`src/ecidl_regs.svh`:
```
// Register offsets, field positions, reset values and timing for event capture
`ifndef ECIDL_REGS_SVH
`define ECIDL_REGS_SVH

`define ECIDL_ADDR_SYS_EN       7'h04
`define ECIDL_ADDR_BUS_EN       7'h23
`define ECIDL_ADDR_PIN_EN       7'h4c
`define ECIDL_ADDR_GLOBAL       7'h60
`define ECIDL_ADDR_SYS_FLAGS    7'h61
`define ECIDL_ADDR_BUS_FLAGS    7'h63
`define ECIDL_ADDR_PIN_FLAGS    7'h64

`define ECIDL_GLB_PIN_BIT       3
`define ECIDL_GLB_BUS_BIT       2
`define ECIDL_GLB_SYS_BIT       0

`define ECIDL_SYS_RESTART_BIT   4
`define ECIDL_SYS_OVERTEMP_BIT  2
`define ECIDL_SYS_SERIAL_BIT    1
`define ECIDL_BUS_FRAME_BIT     5
`define ECIDL_BUS_IDLE_BIT      4
`define ECIDL_BUS_FAULT_BIT     1
`define ECIDL_BUS_WAKEUP_BIT    0
`define ECIDL_PIN_RISE_BIT      1
`define ECIDL_PIN_FALL_BIT      0

`define ECIDL_SYS_FLAG_MASK     8'h16
`define ECIDL_BUS_FLAG_MASK     8'h33
`define ECIDL_PIN_FLAG_MASK     8'h03
`define ECIDL_SYS_EN_MASK       8'h06
`define ECIDL_BUS_EN_MASK       8'h13
`define ECIDL_PIN_EN_MASK       8'h03

`define ECIDL_SYS_FLAG_RESET    8'h10
`define ECIDL_BUS_FLAG_RESET    8'h00
`define ECIDL_PIN_FLAG_RESET    8'h00
`define ECIDL_EN_RESET          8'h00
`define ECIDL_UV_BUS_EN         8'h01
`define ECIDL_UV_PIN_EN         8'h03

`define ECIDL_MC_SLEEP          3'h1
`define ECIDL_BUS_MODE_UV       2'h1

`define ECIDL_CLK_PERIOD_NS     20
`define ECIDL_EVENT_DELAY_NS    100000
`define ECIDL_SILENCE_NS        1000000
`define ECIDL_EVENT_DELAY_CYC   ((`ECIDL_EVENT_DELAY_NS) / (`ECIDL_CLK_PERIOD_NS))
`define ECIDL_SILENCE_CYC       ((`ECIDL_SILENCE_NS) / (`ECIDL_CLK_PERIOD_NS))

`endif

```
`src/ecidl_pkg.sv`:
```
// Types shared by the event capture block
package ecidl_pkg;
  typedef logic [7:0] ecidl_byte_t;
  typedef logic [6:0] ecidl_addr_t;
  typedef enum logic [1:0]
  {
    ECIDL_TMR_IDLE = 2'b01,
    ECIDL_TMR_RUN  = 2'b10
  } ecidl_tmr_state_t;
endpackage : ecidl_pkg

```
`src/ecidl_delay_timer.sv`:
```
// Retriggerable delay timer that limits how often the alert is raised
`timescale 1ns/1ps
module ecidl_delay_timer #(
  parameter int CYCLES = 5000
) (
  // Clock and reset
  input  wire logic clock_i,
  input  wire logic reset_i,
  // Control
  input  wire logic start_i,
  // Status
  output logic      running_o
);
  import ecidl_pkg::*;
  localparam int W = $clog2(CYCLES + 1);
  localparam logic [W-1:0] LOAD = W'(CYCLES);

  ecidl_tmr_state_t state;
  ecidl_tmr_state_t next_state;
  logic [W-1:0]     count;
  logic [W-1:0]     next_count;

  always_comb
  begin
    next_state = state;
    next_count = count;
    case (state)
      ECIDL_TMR_IDLE:
      begin
        if (start_i)
        begin
          next_state = ECIDL_TMR_RUN;
          next_count = LOAD;
        end
      end
      ECIDL_TMR_RUN:
      begin
        if (start_i)
          next_count = LOAD;
        else if (count == W'(1))
          next_state = ECIDL_TMR_IDLE;
        else
          next_count = count - W'(1);
      end
      default:
        next_state = ECIDL_TMR_IDLE;
    endcase
  end

  // Power-on leaves the timer idle
  always_ff @(posedge clock_i)
  begin
    if (reset_i)
    begin
      state <= ECIDL_TMR_IDLE;
      count <= '0;
    end
    else
    begin
      state <= next_state;
      count <= next_count;
    end
  end

  assign running_o = (state == ECIDL_TMR_RUN);
endmodule : ecidl_delay_timer

```
`src/ecidl_event_capture.sv`:
```
// Event capture, alert delay and sleep protection
// Notes on behaviour
// - Host clear releases alert, starts delay timer
// - Events during delay set flags, no alert
// - Timer end with pending flag drives alert
// - Timer end with no flags keeps alert released
// - Flag and enable registers readable at any time
// - Sleep only with wake source and clear flags
// - Flags clear on written one, zero ignored
// - Summary bits show pin, bus, system pending
// - System flags: restart 4, overtemp 2, serial 1
// - Restart flag cleared by undervoltage forced sleep
// - First normal entry clears normal entry flag
// - Bus flags: frame 5, idle 4, fault 1, wakeup 0
// - Idle flag after silence, zero while active
// - Fault only in normal, active bus mode
// - Pin flags: rise bit 1, fall bit 0
// - System enables: overtemp bit 2, serial bit 1
// - Restart and frame error always captured
// - Other flags set only when enabled, count pending
// - Offline bus mode drives alert when pending
`timescale 1ns/1ps
`include "ecidl_regs.svh"
module ecidl_event_capture #(
  parameter int DELAY_CYCLES   = `ECIDL_EVENT_DELAY_CYC,
  parameter int SILENCE_CYCLES = `ECIDL_SILENCE_CYC
) (
  // Clock and reset
  input  wire logic                clock_i,
  input  wire logic                reset_i,
  // Register port
  input  wire ecidl_pkg::ecidl_addr_t reg_addr_i,
  input  wire logic                reg_wr_i,
  input  wire logic                reg_rd_i,
  input  wire ecidl_pkg::ecidl_byte_t reg_wdata_i,
  output ecidl_pkg::ecidl_byte_t   reg_rdata_o,
  // Mode state and commands
  input  wire logic                normal_mode_i,
  input  wire logic                bus_active_mode_i,
  input  wire logic                bus_offline_i,
  input  wire logic [1:0]          bus_mode_field_i,
  input  wire logic                mode_cmd_i,
  input  wire logic [2:0]          mode_control_field_i,
  input  wire logic                normal_entered_i,
  input  wire logic                uv_forced_sleep_i,
  // Event sources
  input  wire logic                overtemp_i,
  input  wire logic                serial_fault_i,
  input  wire logic                frame_error_i,
  input  wire logic                bus_wakeup_i,
  input  wire logic                bus_activity_i,
  input  wire logic                txd_clamp_i,
  input  wire logic                vcc_uv_i,
  input  wire logic                wake_pin_i,
  // Outputs
  output logic                     rx_alert_n_o,
  output logic                     enter_sleep_o,
  output logic                     enter_standby_o,
  output logic                     normal_entry_flag_o
);
  import ecidl_pkg::*;
  localparam int SW = $clog2(SILENCE_CYCLES + 1);
  localparam logic [SW-1:0] SILENCE_LAST = SW'(SILENCE_CYCLES - 1);

  function automatic ecidl_byte_t w1c_update(input ecidl_byte_t flags,
                                             input ecidl_byte_t set,
                                             input logic        clr,
                                             input ecidl_byte_t wdata,
                                             input ecidl_byte_t mask);
    ecidl_byte_t kill;
    kill = clr ? wdata : 8'h00;
    return ((flags & ~kill) | set) & mask;
  endfunction : w1c_update

  ecidl_byte_t sys_flags, bus_flags, pin_flags;
  ecidl_byte_t sys_en, bus_en, pin_en;
  ecidl_byte_t next_sys_flags, next_bus_flags, next_pin_flags;
  ecidl_byte_t next_sys_en, next_bus_en, next_pin_en;
  ecidl_byte_t sys_set, bus_set, pin_set;
  ecidl_byte_t global_summary, next_rdata;
  logic [SW-1:0] silence_count, next_silence_count;
  logic        silence_hit, pin_rise, pin_fall, timer_running;
  logic        wr_sys, wr_bus, wr_pin, clear_event, pending, wake_source;
  logic        next_rx_alert_n, next_sleep, next_standby, next_normal_entry;

  ecidl_delay_timer #(
    .CYCLES    (DELAY_CYCLES)
  ) u_timer (
    .clock_i   (clock_i),
    .reset_i   (reset_i),
    .start_i   (clear_event),
    .running_o (timer_running)
  );

  ecidl_pin_edge u_edge (
    .clock_i   (clock_i),
    .reset_i   (reset_i),
    .pin_i     (wake_pin_i),
    .rise_o    (pin_rise),
    .fall_o    (pin_fall)
  );

  // Write strobes and event detection
  always_comb
  begin
    wr_sys = reg_wr_i && (reg_addr_i == `ECIDL_ADDR_SYS_FLAGS);
    wr_bus = reg_wr_i && (reg_addr_i == `ECIDL_ADDR_BUS_FLAGS);
    wr_pin = reg_wr_i && (reg_addr_i == `ECIDL_ADDR_PIN_FLAGS);
    clear_event = (wr_sys && ((reg_wdata_i & sys_flags) != 8'h00))
               || (wr_bus && ((reg_wdata_i & bus_flags) != 8'h00))
               || (wr_pin && ((reg_wdata_i & pin_flags) != 8'h00));
    silence_hit = !bus_activity_i && (silence_count == SILENCE_LAST);
    sys_set = 8'h00;
    bus_set = 8'h00;
    pin_set = 8'h00;
    sys_set[`ECIDL_SYS_OVERTEMP_BIT] = overtemp_i && sys_en[`ECIDL_SYS_OVERTEMP_BIT];
    sys_set[`ECIDL_SYS_SERIAL_BIT] = serial_fault_i && sys_en[`ECIDL_SYS_SERIAL_BIT];
    bus_set[`ECIDL_BUS_FRAME_BIT] = frame_error_i;
    bus_set[`ECIDL_BUS_IDLE_BIT] = silence_hit && bus_en[`ECIDL_BUS_IDLE_BIT];
    bus_set[`ECIDL_BUS_FAULT_BIT] = bus_en[`ECIDL_BUS_FAULT_BIT] && normal_mode_i
      && bus_active_mode_i
      && (txd_clamp_i || (vcc_uv_i && bus_mode_field_i == `ECIDL_BUS_MODE_UV));
    bus_set[`ECIDL_BUS_WAKEUP_BIT] = bus_wakeup_i && bus_en[`ECIDL_BUS_WAKEUP_BIT];
    pin_set[`ECIDL_PIN_RISE_BIT] = pin_rise && pin_en[`ECIDL_PIN_RISE_BIT];
    pin_set[`ECIDL_PIN_FALL_BIT] = pin_fall && pin_en[`ECIDL_PIN_FALL_BIT];
    pending = (sys_flags | bus_flags | pin_flags) != 8'h00;
    wake_source = bus_en[`ECIDL_BUS_WAKEUP_BIT] || (pin_en & `ECIDL_PIN_EN_MASK) != 8'h00;
    global_summary = 8'h00;
    global_summary[`ECIDL_GLB_PIN_BIT] = pin_flags != 8'h00;
    global_summary[`ECIDL_GLB_BUS_BIT] = bus_flags != 8'h00;
    global_summary[`ECIDL_GLB_SYS_BIT] = sys_flags != 8'h00;
  end

  // Flag and enable next values
  always_comb
  begin
    next_silence_count = bus_activity_i ? '0
      : (silence_count == SILENCE_LAST) ? silence_count : silence_count + SW'(1);
    // Set wins over a host clear in the same cycle
    next_sys_flags = w1c_update(sys_flags, sys_set, wr_sys, reg_wdata_i,
                                `ECIDL_SYS_FLAG_MASK);
    next_bus_flags = w1c_update(bus_flags, bus_set, wr_bus, reg_wdata_i,
                                `ECIDL_BUS_FLAG_MASK);
    next_pin_flags = w1c_update(pin_flags, pin_set, wr_pin, reg_wdata_i,
                                `ECIDL_PIN_FLAG_MASK);
    if (bus_activity_i)
      next_bus_flags[`ECIDL_BUS_IDLE_BIT] = 1'b0;
    next_sys_en = sys_en;
    next_bus_en = bus_en;
    next_pin_en = pin_en;
    if (reg_wr_i && reg_addr_i == `ECIDL_ADDR_SYS_EN)
      next_sys_en = reg_wdata_i & `ECIDL_SYS_EN_MASK;
    else if (reg_wr_i && reg_addr_i == `ECIDL_ADDR_BUS_EN)
      next_bus_en = reg_wdata_i & `ECIDL_BUS_EN_MASK;
    else if (reg_wr_i && reg_addr_i == `ECIDL_ADDR_PIN_EN)
      next_pin_en = reg_wdata_i & `ECIDL_PIN_EN_MASK;
    if (uv_forced_sleep_i)
    begin
      next_sys_flags = 8'h00;
      next_bus_flags = 8'h00;
      next_pin_flags = 8'h00;
      next_bus_en = bus_en | `ECIDL_UV_BUS_EN;
      next_pin_en = `ECIDL_UV_PIN_EN;
    end
  end

  always_ff @(posedge clock_i)
  begin
    if (reset_i)
    begin
      sys_flags     <= `ECIDL_SYS_FLAG_RESET;
      bus_flags     <= `ECIDL_BUS_FLAG_RESET;
      pin_flags     <= `ECIDL_PIN_FLAG_RESET;
      sys_en        <= `ECIDL_EN_RESET;
      bus_en        <= `ECIDL_EN_RESET;
      pin_en        <= `ECIDL_EN_RESET;
      silence_count <= '0;
    end
    else
    begin
      sys_flags     <= next_sys_flags;
      bus_flags     <= next_bus_flags;
      pin_flags     <= next_pin_flags;
      sys_en        <= next_sys_en;
      bus_en        <= next_bus_en;
      pin_en        <= next_pin_en;
      silence_count <= next_silence_count;
    end
  end

  // Read data, alert pin and mode decisions
  always_comb
  begin
    next_rdata = reg_rdata_o;
    if (reg_rd_i)
    begin
      if (reg_addr_i == `ECIDL_ADDR_SYS_EN)
        next_rdata = sys_en;
      else if (reg_addr_i == `ECIDL_ADDR_BUS_EN)
        next_rdata = bus_en;
      else if (reg_addr_i == `ECIDL_ADDR_PIN_EN)
        next_rdata = pin_en;
      else if (reg_addr_i == `ECIDL_ADDR_GLOBAL)
        next_rdata = global_summary;
      else if (reg_addr_i == `ECIDL_ADDR_SYS_FLAGS)
        next_rdata = sys_flags;
      else if (reg_addr_i == `ECIDL_ADDR_BUS_FLAGS)
        next_rdata = bus_flags;
      else if (reg_addr_i == `ECIDL_ADDR_PIN_FLAGS)
        next_rdata = pin_flags;
      else
        next_rdata = 8'h00;
    end
    next_rx_alert_n = !(bus_offline_i && pending && !timer_running && !clear_event);
    next_sleep   = 1'b0;
    next_standby = 1'b0;
    if (mode_cmd_i && mode_control_field_i == `ECIDL_MC_SLEEP)
    begin
      next_sleep   = wake_source && !pending;
      next_standby = !(wake_source && !pending);
    end
    next_normal_entry = normal_entry_flag_o && !normal_entered_i;
  end

  always_ff @(posedge clock_i)
  begin
    if (reset_i)
    begin
      reg_rdata_o         <= 8'h00;
      rx_alert_n_o        <= 1'b1;
      enter_sleep_o       <= 1'b0;
      enter_standby_o     <= 1'b0;
      normal_entry_flag_o <= 1'b1;
    end
    else
    begin
      reg_rdata_o         <= next_rdata;
      rx_alert_n_o        <= next_rx_alert_n;
      enter_sleep_o       <= next_sleep;
      enter_standby_o     <= next_standby;
      normal_entry_flag_o <= next_normal_entry;
    end
  end
endmodule : ecidl_event_capture

```
`src/ecidl_pin_edge.sv`:
```
// Edge detector for the local trigger pin
`timescale 1ns/1ps
module ecidl_pin_edge (
  // Clock and reset
  input  wire logic clock_i,
  input  wire logic reset_i,
  // Pin
  input  wire logic pin_i,
  // Edge pulses
  output logic      rise_o,
  output logic      fall_o
);
  logic prev;
  logic primed;
  logic next_prev;
  logic next_primed;
  logic next_rise;
  logic next_fall;

  always_comb
  begin
    next_prev   = pin_i;
    next_primed = 1'b1;
    next_rise   = primed && pin_i && !prev;
    next_fall   = primed && !pin_i && prev;
  end

  // First sample after reset only primes the history
  always_ff @(posedge clock_i)
  begin
    if (reset_i)
    begin
      prev   <= 1'b0;
      primed <= 1'b0;
      rise_o <= 1'b0;
      fall_o <= 1'b0;
    end
    else
    begin
      prev   <= next_prev;
      primed <= next_primed;
      rise_o <= next_rise;
      fall_o <= next_fall;
    end
  end
endmodule : ecidl_pin_edge

```
`config.mk`:
```
export PLATFORM = sky130hd
export DESIGN_NAME = ecidl_event_capture
export DESIGN_NICKNAME = d
export VERILOG_FILES = /design/src/ecidl_pkg.sv /design/src/ecidl_delay_timer.sv /design/src/ecidl_event_capture.sv /design/src/ecidl_pin_edge.sv
export VERILOG_INCLUDE_DIRS = /design/src
export SDC_FILE = /design/constraint.sdc
export NUM_CORES = 1
export LEC_CHECK = 0
export ABC_AREA = 1
export BUFFER_PORTS_ARGS = -buffer_cell sky130_fd_sc_hd__buf_4
export CAP_MARGIN = 25
export CORE_MARGIN = 4
export CORE_UTILIZATION = 30
export CTS_CLUSTER_DIAMETER = 100
export DETAILED_ROUTE_END_ITERATION = 12
export GPL_ROUTABILITY_DRIVEN = 0
export GPL_TIMING_DRIVEN = 0
export PLACE_DENSITY_LB_ADDON = 0.08
export RECOVER_POWER = 25
export REMOVE_ABC_BUFFERS = 1
export SLEW_MARGIN = 5
export SYNTH_ARGS = -nofsm -noshare
export SYNTH_HDL_FRONTEND = slang
export SYNTH_SLANG_ARGS = --single-unit
```
`constraint.sdc`:
```
create_clock -name clock_i -period 3.9 [get_ports clock_i]
set_input_delay 0.585 -clock clock_i [delete_from_list [all_inputs] [get_ports clock_i]]
set_output_delay 0.585 -clock clock_i [all_outputs]
set_load 0.02 [all_outputs]
```
==> flow_metrics.tcl, run 1 <==
set metrics [dict create \
    status "complete, no violations" \
    die_w_um 113 \
    hold_buffers 0 \
    nets 572 \
    ctsResizeCount 0 \
    synth_cell_type_count 37 \
    drive_gt1_frac 0.131 \
    cp.buffers_inverters 3 \
    post-place-ws_ns 1.40 \
    p_leak_nw 1.59 \
    h-tree-depth 3 \
    num_vias 3156 \
    fmax_mhz 447 \
    finalHoldViolCount 0 \
    antenna_found_initial 0 \
    start_kind "primary input" \
    skew_ns 0.0105 \
    rsz0062_at_grt "false" \
    cp_top_family "buffers and inverters" \
    path_class "in2reg" \
    cpMostUsedCell "inv_1" \
    syn-cell-area_um2 3280 \
    synth_seq_area_share 0.372 \
    postLayoutSetupSlackWorst_ns 1.66 \
    synth-seq-cells 61 \
    min_period_ns 2.24 \
    grt_first_pass_wirelength_um 14800 \
    initialDrtViolationCount 208 \
    final_cell_mix "nand2_1 (121), inv_1 (61), dfxtp_1 (61), nor2_1 (52), a21oi_1 (41)" \
    die_h_um 113 \
    async_flop_share 0 \
    hp-class "in2reg" \
    grt_max_degree 27 \
    cts_tree "yes" \
    yosysWarnings 0 \
    placementRows 37 \
    slowest_delay_ns 0.93 \
    die_area_um2 12700 \
    initial_utilization 0.312 \
    tightest_slew_ns 1.30 \
    power_mw 1.28 \
    crit_chain "clkbuf_1 -> inv_1 -> o21ai_0 -> o21bai_1 -> inv_1" \
    finish.utilization 0.369 \
    final_cells 670 \
    root_buffer "clkbuf_8" \
    worst_ep_arrival_time_ns 2.48 \
    final_common_cell "nand2_1" \
    path_max_fanout 26 \
    dp_hpwl_um 6530 \
    drt_first_pass_iters 6 \
    pwr_density_cell_nw_per_um2 329 \
    relSlewSlack 0.132 \
    avgSynthCellArea_um2 6.77 \
    grt_util_all_layers 0.144 \
    ir_drop_uv 179 \
    clk_path_buf_depth 2 \
    avgRoutedWirePerCell_um 13.1 \
    end_kind "flop" \
    synth_area_leader_cell "dfxtp_1" \
    fin_tns_setup_ns 0 \
    placed_cell_area_um2 3710 \
    required_ns 4.14 \
    overflow 0 \
    dp_cells 654 \
    holdWs_ns 0.406 \
    synth-edff-count 0 \
    clk_pin_slew_ns 0.08 \
    cts_buffers 9 \
    syn_inst 485 \
    clkLatencyLatePin_ns 0.34 \
    min_period_over_period 0.573 \
    yosys.area.top_type_share 0.372 \
    yosys_most_used_dff "dfxtp_1" \
    routed_wl_um 8800 \
    critPathSlowestCell "clkbuf_1" \
    num_antenna_cells 0 \
    cts_setup_buffers 0 \
    rrSetupSlack_ns 1.94 \
    coreArea_um2 10500 \
    io-pin-count 50 \
    drv_slew 0 \
    setup_viol 0 \
    ant_nets 0 \
    grt_pass1_vias 3018 \
    vias_per_cell 4.71 \
    drc 0 \
    cap_violations 0 \
    final_cell_area_um2 3880 \
    port_buffers 44 \
    ys_top_cells_by_area "dfxtp_1 (37%), nand2_1 (14%), inv_1 (7.0%)" \
    clock-sinks 61 \
    synthToLayoutAreaGrowth_pct 18.1 \
]
-- area by class of cell --
type                            count  area (um2)
Fill cell                        1150        6630
Timing Repair Buffer               44         312
Clock buffer                       10         138
Multi-Input combinational cell    351        1760
Clock inverter                      6        47.5
Sequential cell                    61        1220
Tap cell                          136         170
Inverter                           62         233
-- Yosys cell counts (3+ instances only) --
cell type	count
nand3_2	3
nor3_1	16
nor4_1	3
nor3b_1	3
a21oi_1	41
buf_6	3
inv_1	61
nor2_1	52
xor2_1	6
o21ai_0	26
xnor2_1	6
clkbuf_1	7
nand4_1	6
nand2_1	121
nand3_1	36
ha_1	5
o211ai_1	3
dfxtp_1	61
-- final timing paths --
path,cells after the start,end,start
worst max-delay path,5,reg_rdata_o[1]$_SDFFE_PP0P_,reset_i
worst min-delay path,2,u_edge.fall_o$_SDFF_PP0_,wake_pin_i
worst max register to register,9,u_timer.count[1]$_SDFFE_PP0P_,u_timer.count[4]$_SDFFE_PP0P_
worst min register to register,1,u_edge.rise_o$_SDFF_PP0_,u_edge.prev$_SDFF_PP0_
-- state kept, by name, summed over array words and instances, names as in the netlist --
register             cells
silence_count           16
u_timer.count           13
reg_rdata_o              6
bus_flags                4
bus_en                   3
sys_flags                3
pin_en                   2
pin_flags                2
sys_en                   2
u_timer.state            2
enter_sleep_o            1
enter_standby_o          1
normal_entry_flag_o      1
rx_alert_n_o             1
u_edge.fall_o            1
u_edge.prev              1
u_edge.primed            1
u_edge.rise_o            1
-- layer usage --
metal  part of all wire  global-route usage  up-vias
met4             0.0084              0.0337        0
li1                   -                   -     1660
met1               0.48               0.189     1432
met3              0.046              0.0410        5
met5                  0                   0        -
met2               0.46               0.233       59
-- kinds of logic (layout without fill, tap and decap cells) --
| group | Yosys count | after routing | synth area share |
|---|---|---|---|
| buffers and inverters | 74 | 122 | 0.0938 |
| other | 1 | 2 | 0.00114 |
| AO/OA/AOI/OAI | 78 | 78 | 0.129 |
| flip-flops | 61 | 61 | 0.372 |
| XOR/XNOR | 12 | 12 | 0.0320 |
| adder cells (fa/ha/maj) | 5 | 5 | 0.0191 |
| AND/OR/NAND/NOR | 254 | 254 | 0.353 |
-- power breakdown --
group	internal [mW]	switching, mW	total (mW)	leakage (nW)
Sequential	0.632	0.00874	0.641	0.495
Combinational	0.0419	0.0576	0.0995	1.02
Clock	0.251	0.285	0.536	0.0811
Note: power is estimated with default switching activity, not from simulation.
==> inputs of run 2 (changes only) <==
==> constraint.sdc (replaced) <==
create_clock -name clock_i -period 2 [get_ports clock_i]
set_input_delay 0.3 -clock clock_i [delete_from_list [all_inputs] [get_ports clock_i]]
set_output_delay 0.3 -clock clock_i [all_outputs]
set_load 0.02 [all_outputs]
==> run 2 against run 1 <==
  * Clock skew barely moved
  * Non-clock buffer count did not move
  * Setup slack got worse by 1.5 ns
  * Global-route usage did not move
  * Sequential power rose by 95%
  * Routed wire length rose by 0.22%
  * Count of clock-buffer cells in the layout did not move
  * Sequential share of layout area fell by 0.14 points
  * Highest routed layer unchanged
  * Sequential cell count did not move
==> flow_metrics.tcl, run 2 (same netlist as run 1, synthesis figures left out) <==
set metrics [dict create \
    status "complete, no violations" \
    coreArea_um2 10500 \
    placementRows 37 \
    required_ns 2.22 \
    top_regs "silence_count (16), u_timer.count (13), reg_rdata_o (6)" \
    rsz0062_at_grt "false" \
    hold_buffers 0 \
    regMostFlops "silence_count" \
    grt_first_pass_wirelength_um 14800 \
    io-pin-count 50 \
    die_w_um 113 \
    initial_utilization 0.312 \
    end_kind "flop" \
    crit_chain "buf_4 -> nor2_1 -> nand2_1 -> nor2_1 -> nand3_2 -> nand3_4 -> nor2_4 -> nor2_8 -> nand2_8 -> nand2_1 -> a21oi_1" \
    cap_violations 0 \
    root_buffer "clkbuf_8" \
    worst_ep_arrival_time_ns 2.04 \
    port_buffers 44 \
    vias_per_cell 4.72 \
    cts_setup_buffers 0 \
    grt_util_all_layers 0.144 \
    fin_tns_setup_ns 0 \
    final_cell_mix "nand2_1 (121), inv_1 (61), dfxtp_1 (61), nor2_1 (51), a21oi_1 (41)" \
    overflow 0 \
    path_max_fanout 15 \
    die_h_um 113 \
    nets 572 \
    rrSetupSlack_ns 0.18 \
    routed_wl_um 8820 \
    min_period_ns 1.83 \
    finish.utilization 0.371 \
    hp-class "in2reg" \
    path_class "in2reg" \
    drive_gt1_frac 0.133 \
    die_area_um2 12700 \
    cts_tree "yes" \
    power_mw 2.49 \
    min_period_over_period 0.914 \
    fmax_mhz 547 \
    reg2reg_to "u_timer.count[11]$_SDFFE_PP0P_" \
    ant_nets 0 \
    drt_first_pass_iters 4 \
    synthToLayoutAreaGrowth_pct 18.7 \
    ctsResizeCount 0 \
    drc 0 \
    p_leak_nw 1.59 \
    reg2regPathDepth 8 \
    hold_depth 2 \
    clock-sinks 61 \
    holdCritStartpoint "wake_pin_i" \
    largest_reg_flops 16 \
    whs_endpoint "u_edge.fall_o$_SDFF_PP0_" \
    cts_buffers 9 \
    post-place-ws_ns -0.216 \
    ir_drop_uv 348 \
    clkLatencyLatePin_ns 0.34 \
    r2r-start "u_timer.count[4]$_SDFFE_PP0P_" \
    initialDrtViolationCount 194 \
    num_antenna_cells 0 \
    dp_hpwl_um 6530 \
    num_vias 3164 \
    relSlewSlack 0.653 \
    avgRoutedWirePerCell_um 13.2 \
    h-tree-depth 3 \
    start_kind "primary input" \
    postLayoutSetupSlackWorst_ns 0.172 \
    clk_pin_slew_ns 0.08 \
    final_common_cell "nand2_1" \
    critPathSlowestCell "nor2_1" \
    finalHoldViolCount 0 \
    grt_max_degree 27 \
    tightest_slew_ns 0.519 \
    setup_viol 0 \
    drv_slew 0 \
    grt_pass1_vias 3018 \
    pwr_density_cell_nw_per_um2 638 \
    slowest_delay_ns 0.40 \
    antenna_found_initial 0 \
    clk_path_buf_depth 2 \
    skew_ns 0.0102 \
]
## run 2: routing by layer
layer  GRT usage  wire length, um  vias up
li1            -                -     1659
met1       0.189             4270     1447
met2       0.233             4140       56
met3      0.0410              368        2
met4      0.0337               41        0
met5           0                0        -
## run 2: worst max path at each step
stage                                             start                             end  slack, ns  depth (start not counted)
after global placement                    reg_addr_i[2]   u_timer.count[3]$_SDFFE_PP0P_      -0.18                         11
after floorplan           silence_count[0]$_SDFFE_PP0P_  silence_count[14]$_SDFFE_PP0P_       0.38                          9
after global routing      silence_count[2]$_SDFFE_PP0P_  silence_count[15]$_SDFFE_PP0P_      0.006                          9
after detailed placement                  reg_addr_i[2]  u_timer.count[11]$_SDFFE_PP0P_      -0.22                         11
final                                     reg_addr_i[2]  u_timer.count[11]$_SDFFE_PP0P_       0.17                         11
after CTS                 silence_count[0]$_SDFFE_PP0P_  silence_count[14]$_SDFFE_PP0P_       0.03                          9
## run 2: cell type report
| type | instances | area, um2 |
|---|---|---|
| fill | 1149 | 6610 |
| multi-input combinational | 351 | 1780 |
| sequential | 61 | 1220 |
| timing repair buffer | 44 | 308 |
| inverter | 62 | 233 |
| tap | 136 | 170 |
| clock buffer | 10 | 138 |
| clock inverter | 6 | 47.5 |
## run 2: worst max-delay path, delay by kind of cell
kind / cells / cell delay, ns
buf+inv: 1 / 0.12
compound gates: 1 / 0.07
simple gates: 9 / 1.54
## run 2: per-stage QoR
stage / hold WS (ns) / instance area (um2) / cells
global placement: 0.399 / 3710 / 654
finish: 0.125 / 3890 / 670
floorplan: 0.369 / 3210 / 474
detailed placement: 0.412 / 3710 / 654
global route: 0.0954 / 3890 / 670
CTS: 0.0985 / 3900 / 670
## run 2: report_power, final
group	switching (mW)	internal, mW	leakage, nW
Clock	0.554	0.489	0.0811
Combinational	0.112	0.0809	1.02
Sequential	0.0170	1.23	0.495
